## src/i2cfe_pkg.sv

```systemverilog
// Purpose: shared constants and types of the i2c register front end
// Assumes: 50 MHz clock, bus clock driven by an external master
// Notes: no software registers; core reached through index, byte select and strobes
//
// Overview of operation
// accept address 1110 plus three select pins
// accept broadcast write address 0000xxx, acknowledge
// direction 0 writes, 1 reads; broadcast writes only
// receiver acknowledges every good byte
// select byte: 000, auto flag, index nibble
// master uses index 0000 through 1000 only
// flag clear: stay on the single register
// flag set: advance index after each register
// multi-byte register advances after its last byte
// sequential reads skip the transfer register
// sequential reads wrap to 0000 after 1000
// sequential writes wrap to 0000 after 0101
// multi-byte values move most significant first
// nack or stop ends cycle until start
// stop resets register index to zero
// sync lines, detect start and stop
package i2cfe_pkg;
  localparam logic [3:0] DEV_ADDR_HI = 4'he;
  localparam logic [3:0] BCAST_ADDR_HI = 4'h0;
  localparam logic DIR_WRITE = 1'b0;
  localparam int RSEL_AUTO_BIT = 4;
  localparam logic [3:0] REG_IDX_RESET = 4'h0;
  localparam logic [3:0] READ_LAST_IDX = 4'h8;
  localparam logic [3:0] WRITE_LAST_IDX = 4'h5;
  localparam logic [3:0] TRANSFER_IDX = 4'h3;
  localparam logic [3:0] BITS_PER_BYTE = 4'h8;
  localparam logic [3:0] LAST_TX_BIT = 4'h7;
  localparam logic [1:0] BYTE_SEL_RESET = 2'h0;

  typedef enum logic [8:0] {
    ST_IDLE     = 9'b0_0000_0001,
    ST_ADDR     = 9'b0_0000_0010,
    ST_ADDR_ACK = 9'b0_0000_0100,
    ST_RSEL     = 9'b0_0000_1000,
    ST_RSEL_ACK = 9'b0_0001_0000,
    ST_WDATA    = 9'b0_0010_0000,
    ST_WACK     = 9'b0_0100_0000,
    ST_RDATA    = 9'b0_1000_0000,
    ST_RACK     = 9'b1_0000_0000
  } i2cfe_state_t;
endpackage

```

## src/i2cfe_top.sv

```systemverilog
// Purpose: i2c target front end giving register index, byte select and strobes
// Assumes: core drives rd_data and reg_width_m1 from register_index and byte_sel
// Notes: sda is open drain; sda_oe high means pulling the line low
module i2cfe_top (
  input wire logic clock,
  input wire logic rst_n,
  input wire logic clk_en,
  input wire logic scl_in,
  input wire logic sda_in,
  input wire logic device_select_pin_2,
  input wire logic device_select_pin_1,
  input wire logic device_select_pin_0,
  input wire logic [7:0] rd_data,
  input wire logic [1:0] reg_width_m1,
  output logic sda_out,
  output logic sda_oe,
  output logic [3:0] register_index,
  output logic [1:0] byte_sel,
  output logic [7:0] wr_data,
  output logic wr_strobe,
  output logic rd_strobe
);
  // next index in a sequential access
  function automatic logic [3:0] next_index(input logic [3:0] idx, input logic is_read);
    logic [3:0] n;
    n = 4'h0;
    if (is_read)
    begin
      n = (idx == i2cfe_pkg::READ_LAST_IDX) ? i2cfe_pkg::REG_IDX_RESET : idx + 4'h1;
      if (n == i2cfe_pkg::TRANSFER_IDX)
        n = n + 4'h1;
    end
    else
      n = (idx == i2cfe_pkg::WRITE_LAST_IDX) ? i2cfe_pkg::REG_IDX_RESET : idx + 4'h1;
    return n;
  endfunction

  i2cfe_pkg::i2cfe_state_t state_reg;
  logic [3:0] bit_cnt_reg;
  logic [7:0] shift_reg;
  logic read_reg;
  logic auto_reg;
  logic single_done_reg;
  logic load_sel_reg;
  logic [3:0] idx_reg;
  logic [1:0] byte_sel_reg;
  logic [7:0] wr_data_reg;
  logic wr_strobe_reg;
  logic rd_strobe_reg;
  logic sda_oe_reg;
  logic sda_out_reg;

  wire logic sda_s;
  wire logic scl_rise;
  wire logic scl_fall;
  wire logic start_seen;
  wire logic stop_seen;
  wire logic [2:0] sel_s;

  i2cfe_line_mon u_mon (
    .clock(clock),
    .rst_n(rst_n),
    .clk_en(clk_en),
    .scl_pin(scl_in),
    .sda_pin(sda_in),
    .sel_pins({device_select_pin_2, device_select_pin_1, device_select_pin_0}),
    .sda_level(sda_s),
    .scl_rise(scl_rise),
    .scl_fall(scl_fall),
    .start_seen(start_seen),
    .stop_seen(stop_seen),
    .sel_level(sel_s)
  );

  wire logic receiving = (state_reg == i2cfe_pkg::ST_ADDR) || (state_reg == i2cfe_pkg::ST_RSEL)
    || (state_reg == i2cfe_pkg::ST_WDATA);
  wire logic byte_in_done = (bit_cnt_reg == i2cfe_pkg::BITS_PER_BYTE) && scl_fall;
  wire logic [6:0] addr_rx = shift_reg[7:1];
  wire logic own_hit = addr_rx == {i2cfe_pkg::DEV_ADDR_HI, sel_s};
  wire logic bcast_hit = (addr_rx[6:3] == i2cfe_pkg::BCAST_ADDR_HI)
    && (shift_reg[0] == i2cfe_pkg::DIR_WRITE);
  wire logic addr_ok = own_hit || bcast_hit;
  wire logic reg_last = byte_sel_reg == 2'h0;
  wire logic [3:0] wr_adv = next_index(idx_reg, 1'b0);
  wire logic [3:0] rd_adv = next_index(idx_reg, 1'b1);

  always_ff @(posedge clock)
  begin
    if (!rst_n)
    begin
      state_reg <= i2cfe_pkg::ST_IDLE;
      bit_cnt_reg <= 4'h0;
      shift_reg <= 8'h00;
      read_reg <= 1'b0;
      auto_reg <= 1'b0;
      single_done_reg <= 1'b0;
      load_sel_reg <= 1'b1;
      idx_reg <= i2cfe_pkg::REG_IDX_RESET;
      byte_sel_reg <= i2cfe_pkg::BYTE_SEL_RESET;
      wr_data_reg <= 8'h00;
      wr_strobe_reg <= 1'b0;
      rd_strobe_reg <= 1'b0;
      sda_oe_reg <= 1'b0;
      sda_out_reg <= 1'b0;
    end
    else if (clk_en)
    begin
      wr_strobe_reg <= 1'b0;
      rd_strobe_reg <= 1'b0;
      load_sel_reg <= 1'b0;
      sda_out_reg <= 1'b0;
      // width is fetched a cycle after the index settles; scl is far slower
      if (load_sel_reg)
        byte_sel_reg <= reg_width_m1;
      if (stop_seen)
      begin
        state_reg <= i2cfe_pkg::ST_IDLE;
        sda_oe_reg <= 1'b0;
        idx_reg <= i2cfe_pkg::REG_IDX_RESET;
        load_sel_reg <= 1'b1;
      end
      else if (start_seen)
      begin
        // repeated start keeps the index for a read after a select byte
        state_reg <= i2cfe_pkg::ST_ADDR;
        bit_cnt_reg <= 4'h0;
        sda_oe_reg <= 1'b0;
      end
      else
      begin
        if (receiving && scl_rise)
        begin
          shift_reg <= {shift_reg[6:0], sda_s};
          bit_cnt_reg <= bit_cnt_reg + 4'h1;
        end
        case (state_reg)
          i2cfe_pkg::ST_ADDR:
            if (byte_in_done)
            begin
              if (addr_ok)
              begin
                read_reg <= shift_reg[0];
                sda_oe_reg <= 1'b1;
                state_reg <= i2cfe_pkg::ST_ADDR_ACK;
              end
              else
                state_reg <= i2cfe_pkg::ST_IDLE;
            end
          i2cfe_pkg::ST_ADDR_ACK:
            if (scl_fall)
            begin
              bit_cnt_reg <= 4'h0;
              if (read_reg)
              begin
                shift_reg <= rd_data;
                sda_oe_reg <= !rd_data[7];
                rd_strobe_reg <= 1'b1;
                state_reg <= i2cfe_pkg::ST_RDATA;
              end
              else
              begin
                sda_oe_reg <= 1'b0;
                state_reg <= i2cfe_pkg::ST_RSEL;
              end
            end
          i2cfe_pkg::ST_RSEL:
            if (byte_in_done)
            begin
              idx_reg <= shift_reg[3:0];
              auto_reg <= shift_reg[i2cfe_pkg::RSEL_AUTO_BIT];
              single_done_reg <= 1'b0;
              load_sel_reg <= 1'b1;
              sda_oe_reg <= 1'b1;
              state_reg <= i2cfe_pkg::ST_RSEL_ACK;
            end
          i2cfe_pkg::ST_RSEL_ACK, i2cfe_pkg::ST_WACK:
            if (scl_fall)
            begin
              sda_oe_reg <= 1'b0;
              bit_cnt_reg <= 4'h0;
              state_reg <= i2cfe_pkg::ST_WDATA;
            end
          i2cfe_pkg::ST_WDATA:
            if (byte_in_done)
            begin
              // bytes past a finished single register are refused with a nack
              if (!single_done_reg)
              begin
                wr_data_reg <= shift_reg;
                wr_strobe_reg <= 1'b1;
                sda_oe_reg <= 1'b1;
                state_reg <= i2cfe_pkg::ST_WACK;
                if (reg_last)
                begin
                  if (auto_reg)
                  begin
                    idx_reg <= wr_adv;
                    load_sel_reg <= 1'b1;
                  end
                  else
                    single_done_reg <= 1'b1;
                end
                else
                  byte_sel_reg <= byte_sel_reg - 2'h1;
              end
              else
                state_reg <= i2cfe_pkg::ST_IDLE;
            end
          i2cfe_pkg::ST_RDATA:
            if (scl_fall)
            begin
              if (bit_cnt_reg == i2cfe_pkg::LAST_TX_BIT)
              begin
                sda_oe_reg <= 1'b0;
                bit_cnt_reg <= 4'h0;
                state_reg <= i2cfe_pkg::ST_RACK;
                if (reg_last)
                begin
                  // a single register read repeats itself from its top byte
                  if (auto_reg)
                    idx_reg <= rd_adv;
                  load_sel_reg <= 1'b1;
                end
                else
                  byte_sel_reg <= byte_sel_reg - 2'h1;
              end
              else
              begin
                shift_reg <= {shift_reg[6:0], 1'b0};
                sda_oe_reg <= !shift_reg[6];
                bit_cnt_reg <= bit_cnt_reg + 4'h1;
              end
            end
          i2cfe_pkg::ST_RACK:
            if (scl_rise)
            begin
              if (sda_s)
                state_reg <= i2cfe_pkg::ST_IDLE;
              else
                bit_cnt_reg <= i2cfe_pkg::BITS_PER_BYTE;
            end
            else if (scl_fall && (bit_cnt_reg == i2cfe_pkg::BITS_PER_BYTE))
            begin
              shift_reg <= rd_data;
              sda_oe_reg <= !rd_data[7];
              rd_strobe_reg <= 1'b1;
              bit_cnt_reg <= 4'h0;
              state_reg <= i2cfe_pkg::ST_RDATA;
            end
          i2cfe_pkg::ST_IDLE:
            sda_oe_reg <= 1'b0;
          default:
            state_reg <= i2cfe_pkg::ST_IDLE;
        endcase
      end
    end
  end

  assign sda_out = sda_out_reg;
  assign sda_oe = sda_oe_reg;
  assign register_index = idx_reg;
  assign byte_sel = byte_sel_reg;
  assign wr_data = wr_data_reg;
  assign wr_strobe = wr_strobe_reg;
  assign rd_strobe = rd_strobe_reg;
endmodule

```

## src/i2cfe_line_mon.sv

```systemverilog
// Purpose: synchronise bus lines and select pins, find edges, start and stop
// Assumes: inputs asynchronous to clock
// Notes: start and stop need two stable samples of a high bus clock
module i2cfe_line_mon (
  input wire logic clock,
  input wire logic rst_n,
  input wire logic clk_en,
  input wire logic scl_pin,
  input wire logic sda_pin,
  input wire logic [2:0] sel_pins,
  output logic sda_level,
  output logic scl_rise,
  output logic scl_fall,
  output logic start_seen,
  output logic stop_seen,
  output logic [2:0] sel_level
);
  logic [4:0] meta_reg;
  logic [4:0] sync_reg;
  logic scl_prev_reg;
  logic sda_prev_reg;

  wire logic [4:0] pin_raw = {sel_pins, sda_pin, scl_pin};

  // first stage feeds only the second stage
  genvar g;
  generate
    for (g = 0; g < 5; g++)
    begin : g_sync
      always_ff @(posedge clock)
      begin
        if (!rst_n)
        begin
          meta_reg[g] <= 1'b1;
          sync_reg[g] <= 1'b1;
        end
        else if (clk_en)
        begin
          meta_reg[g] <= pin_raw[g];
          sync_reg[g] <= meta_reg[g];
        end
      end
    end
  endgenerate

  always_ff @(posedge clock)
  begin
    if (!rst_n)
    begin
      scl_prev_reg <= 1'b1;
      sda_prev_reg <= 1'b1;
    end
    else if (clk_en)
    begin
      scl_prev_reg <= sync_reg[0];
      sda_prev_reg <= sync_reg[1];
    end
  end

  wire logic scl_high = sync_reg[0] && scl_prev_reg;

  assign sda_level = sync_reg[1];
  assign sel_level = sync_reg[4:2];
  assign scl_rise = sync_reg[0] && !scl_prev_reg;
  assign scl_fall = !sync_reg[0] && scl_prev_reg;
  assign start_seen = scl_high && sda_prev_reg && !sync_reg[1];
  assign stop_seen = scl_high && !sda_prev_reg && sync_reg[1];
endmodule

```

## config.mk

```make
export PLATFORM = sky130hd
export DESIGN_NAME = i2cfe_top
export DESIGN_NICKNAME = d
export VERILOG_FILES = /design/src/i2cfe_pkg.sv /design/src/i2cfe_top.sv /design/src/i2cfe_line_mon.sv
export SDC_FILE = /design/constraint.sdc
export NUM_CORES = 1
export LEC_CHECK = 0
export ABC_AREA = 1
export BUFFER_PORTS_ARGS = -buffer_cell sky130_fd_sc_hd__buf_2
export CAP_MARGIN = 15
export CORE_MARGIN = 5
export CORE_UTILIZATION = 40
export CTS_BUF_LIST = sky130_fd_sc_hd__clkbuf_2
export CTS_CLUSTER_DIAMETER = 40
export DETAILED_ROUTE_END_ITERATION = 16
export GPL_TIMING_DRIVEN = 0
export PLACE_DENSITY = 0.64
export REMOVE_ABC_BUFFERS = 1
export SKIP_CTS_REPAIR_TIMING = 1
export SLEW_MARGIN = 20
export SYNTH_ARGS = -nofsm -noshare
export SYNTH_HDL_FRONTEND = slang
export SYNTH_SLANG_ARGS = --single-unit
```

## constraint.sdc

```tcl
create_clock -name clock -period 2.7 [get_ports clock]
set_input_delay 0.135 -clock clock [delete_from_list [all_inputs] [get_ports clock]]
set_output_delay 0.135 -clock clock [all_outputs]
set_load 0.05 [all_outputs]
```

==> metrics <==
fmax=447 MHz; starting density of the core=40.6%; core box area=0.00868 mm2; Max-slew headroom=32.0%; max cap viols=0; synthesized area=0.00353 mm2; CTS Buffer Depth=2; crit path DAT=2.65 ns; Leakage=0.00177 uW; Routed WL=9.69 mm; Final Core Density=between 40 and 50%; Final ANT Viol Nets=0; Pwr Total=2290 uW; Slew Viols, Final=0; CTS tree=yes; WL/cell=13.7 um; Synth Instances=565; I/O Buffers=34; startpoint types=register; post-synthesis xor/xnor area fraction=0.745%; worst skew pair latency=between 0.4 and 0.5 ns; hold crit path type=in -> reg; Worst Tran Pin Value=1.01 ns; adder-cell area share of the yosys netlist=2.13%; I/O pin count=36; Final Skew=0.0326 ns; CP required=3.11 ns; Setup violations, final=0; Synth Area in Compound Gates=14.4%; drt via density=5.23; Crit. End Element=register; Sink Count=54; Yosys warnings=0; fraction of layout instances using a drive strength above 1=13.6%; sequential area share after synthesis=30.6%; mux contribution to synthesized area=0%; GRT Overall Usage=between 10% and 20%; Reg clk slew, reported paths=~0.30 ns; antenna violations before repair=0; clock root buffer master=clkbuf_2; total negative setup slack=0 ns; RSZ-0062 raised after global routing=false; die area=0.0108 mm2; largest net degree at the start of global routing=35; Power per Cell Area=between 500 and 600 mW/mm2; Initial DRC Count=306; Area Overhead vs Synth=10.7%; die height=104 um; Fin. Hold Viols=0; Num CTS Buffers=5; Layout Nets=624; worst hold slack=0.0140 ns; num rows=34; vias in the first global route=3427; Post-Synth Simple-Gate Area=42.3%; Synth top area share=between 30% and 40%; outcome=finished, final reports clean; H-tree depth=2; largest area contributor in the netlist=dfxtp_1; largest family of logic cells by synthesized area=simple AND/OR/NAND/NOR gates; Fillers=942; # diodes=0; Mean Syn Cell Area=approximately 6.2 um2; global route overflow=0; Synth cell types=37; post-route insts no fill=709; Routability Congestion=0.912; Final Cycle Share=82.9%; Worst VDD drop=0.000241 V; placed insts=693; Final Critical Period=around 2.2 ns; detailed-route via count=approximately 3700; HPWL Detailed=between 7 and 8 mm; Largest register FFs=9; Critical Setup Path Class=reg -> reg; Die Span X=104 um; synth top area cells=dfxtp_1 (31%), nand2_1 (16%), nand3_1 (11%); crit path max fanout=23; drt drc=0; Pre-antenna DRT Iters=5; first-pass GRT wire length=16.3 mm; FF+latch count, synth=54
worst max-delay path, cell delays in order, from the launching register on:
cell and delay (ns):
dfxtp_1 0.54, inv_1 0.14, nand3_2 0.14, nand2_1 0.13, nor2_4 0.48, inv_2 0.16
nor2_4 0.30, inv_1 0.09, o21ai_0 0.15, nor2_1 0.05
report_power, final:
| part | switching, uW | internal, uW |
|---|---|---|
| Sequential | 64.5 | 868 |
| Clock | 276 | 155 |
| Combinational | 641 | 286 |
| Total | 981 | 1310 |
cells in the final DEF, fill, tap and decap left out, types with 6 or more instances in the layout:
| cell | netlist | layout |
|---|---|---|
| buf_2 | 1 | 34 |
| nand4_1 | 12 | 12 |
| nand2_1 | 154 | 154 |
| inv_2 | 10 | 10 |
| nand3_1 | 74 | 74 |
| inv_1 | 59 | 59 |
| o21ai_0 | 36 | 36 |
| ha_1 | 6 | 6 |
| a21oi_1 | 42 | 42 |
| dlygate4sd3_1 | 0 | 8 |
| nor2_4 | 7 | 7 |
| nor2_1 | 49 | 49 |
| nor2_2 | 7 | 7 |
| dfxtp_1 | 54 | 54 |
final timing paths:
path | startpoint | endpoint | slack, ns | cells past startpoint
setup / recovery | u_mon.sda_level | wr_data[5] | 0.46 | 9
hold / removal | rd_data[3] | shift_reg[3] | 0.01 | 5
setup reg to reg | u_mon.sda_level | wr_data[5] | 0.46 | 9
hold reg to reg | wr_strobe | wr_strobe | 0.49 | 2
logic make-up (layout without fill, tap and decap cells):
| kind of cell | count (synthesis) | after routing |
|---|---|---|
| xor gates and xnor gates | 3 | 3 |
| buffers and inverters | 85 | 121 |
| DFF | 54 | 54 |
| other | 1 | 1 |
| adders and majority gates | 6 | 6 |
| AOI/OAI and AO/OA | 95 | 95 |
| and+or+nand+nor | 321 | 321 |
per-layer routing:
metal  up-vias  track usage, %  wire length, um
met3        10            2.73              531
met1      1660            25.1             4610
met4         0            4.44              116
met2       125            28.0             4430
li1       1911               -                -
met5         -               0                0
Yosys cell counts:
| library cell | number |
|---|---|
| o22ai_1 | 2 |
| conb_1 | 1 |
| buf_4 | 4 |
| a31oi_1 | 2 |
| nand4_2 | 1 |
| nand4_1 | 12 |
| nand3_2 | 3 |
| ha_1 | 6 |
| o21ai_2 | 1 |
| o21ai_1 | 5 |
| nand3_1 | 74 |
| a21oi_1 | 42 |
| nor3_1 | 4 |
| a21boi_1 | 1 |
| nand3b_1 | 1 |
| dfxtp_1 | 54 |
| a21oi_2 | 1 |
| nand2_2 | 4 |
| nor3_2 | 2 |
| nor2_4 | 7 |
| nand2_1 | 154 |
| inv_1 | 59 |
| nor2_1 | 49 |
| xor2_1 | 3 |
| o21ai_0 | 36 |
| buf_6 | 1 |
| a21boi_2 | 1 |
| inv_2 | 10 |
| clkinv_1 | 2 |
| clkbuf_1 | 7 |
| nand2_4 | 1 |
| buf_2 | 1 |
| buf_1 | 1 |
| a211oi_1 | 1 |
| nor2_2 | 7 |
| nand3_4 | 2 |
| o211ai_1 | 3 |
stage by stage:
stage	cell area, um2	setup slack [ns]
2_1_floorplan	3450	0.850
3_3_place_gp	3760	0.531
3_5_place_dp	3760	0.504
4_1_cts	3830	0.500
5_1_grt	3910	0.295
6_report	3910	0.460
final cells by class:
type	instances	area, um2	area share, %
Sequential cell	54	1080	27.7
Clock buffer	5	25.0	0.641
Tap cell	108	135	3.46
Timing Repair Buffer	42	250	6.41
Inverter	71	267	6.82
Multi-Input combinational cell	426	2100	53.8
Clock inverter	3	45.0	1.15
Note: power is estimated with default switching activity, not from simulation.
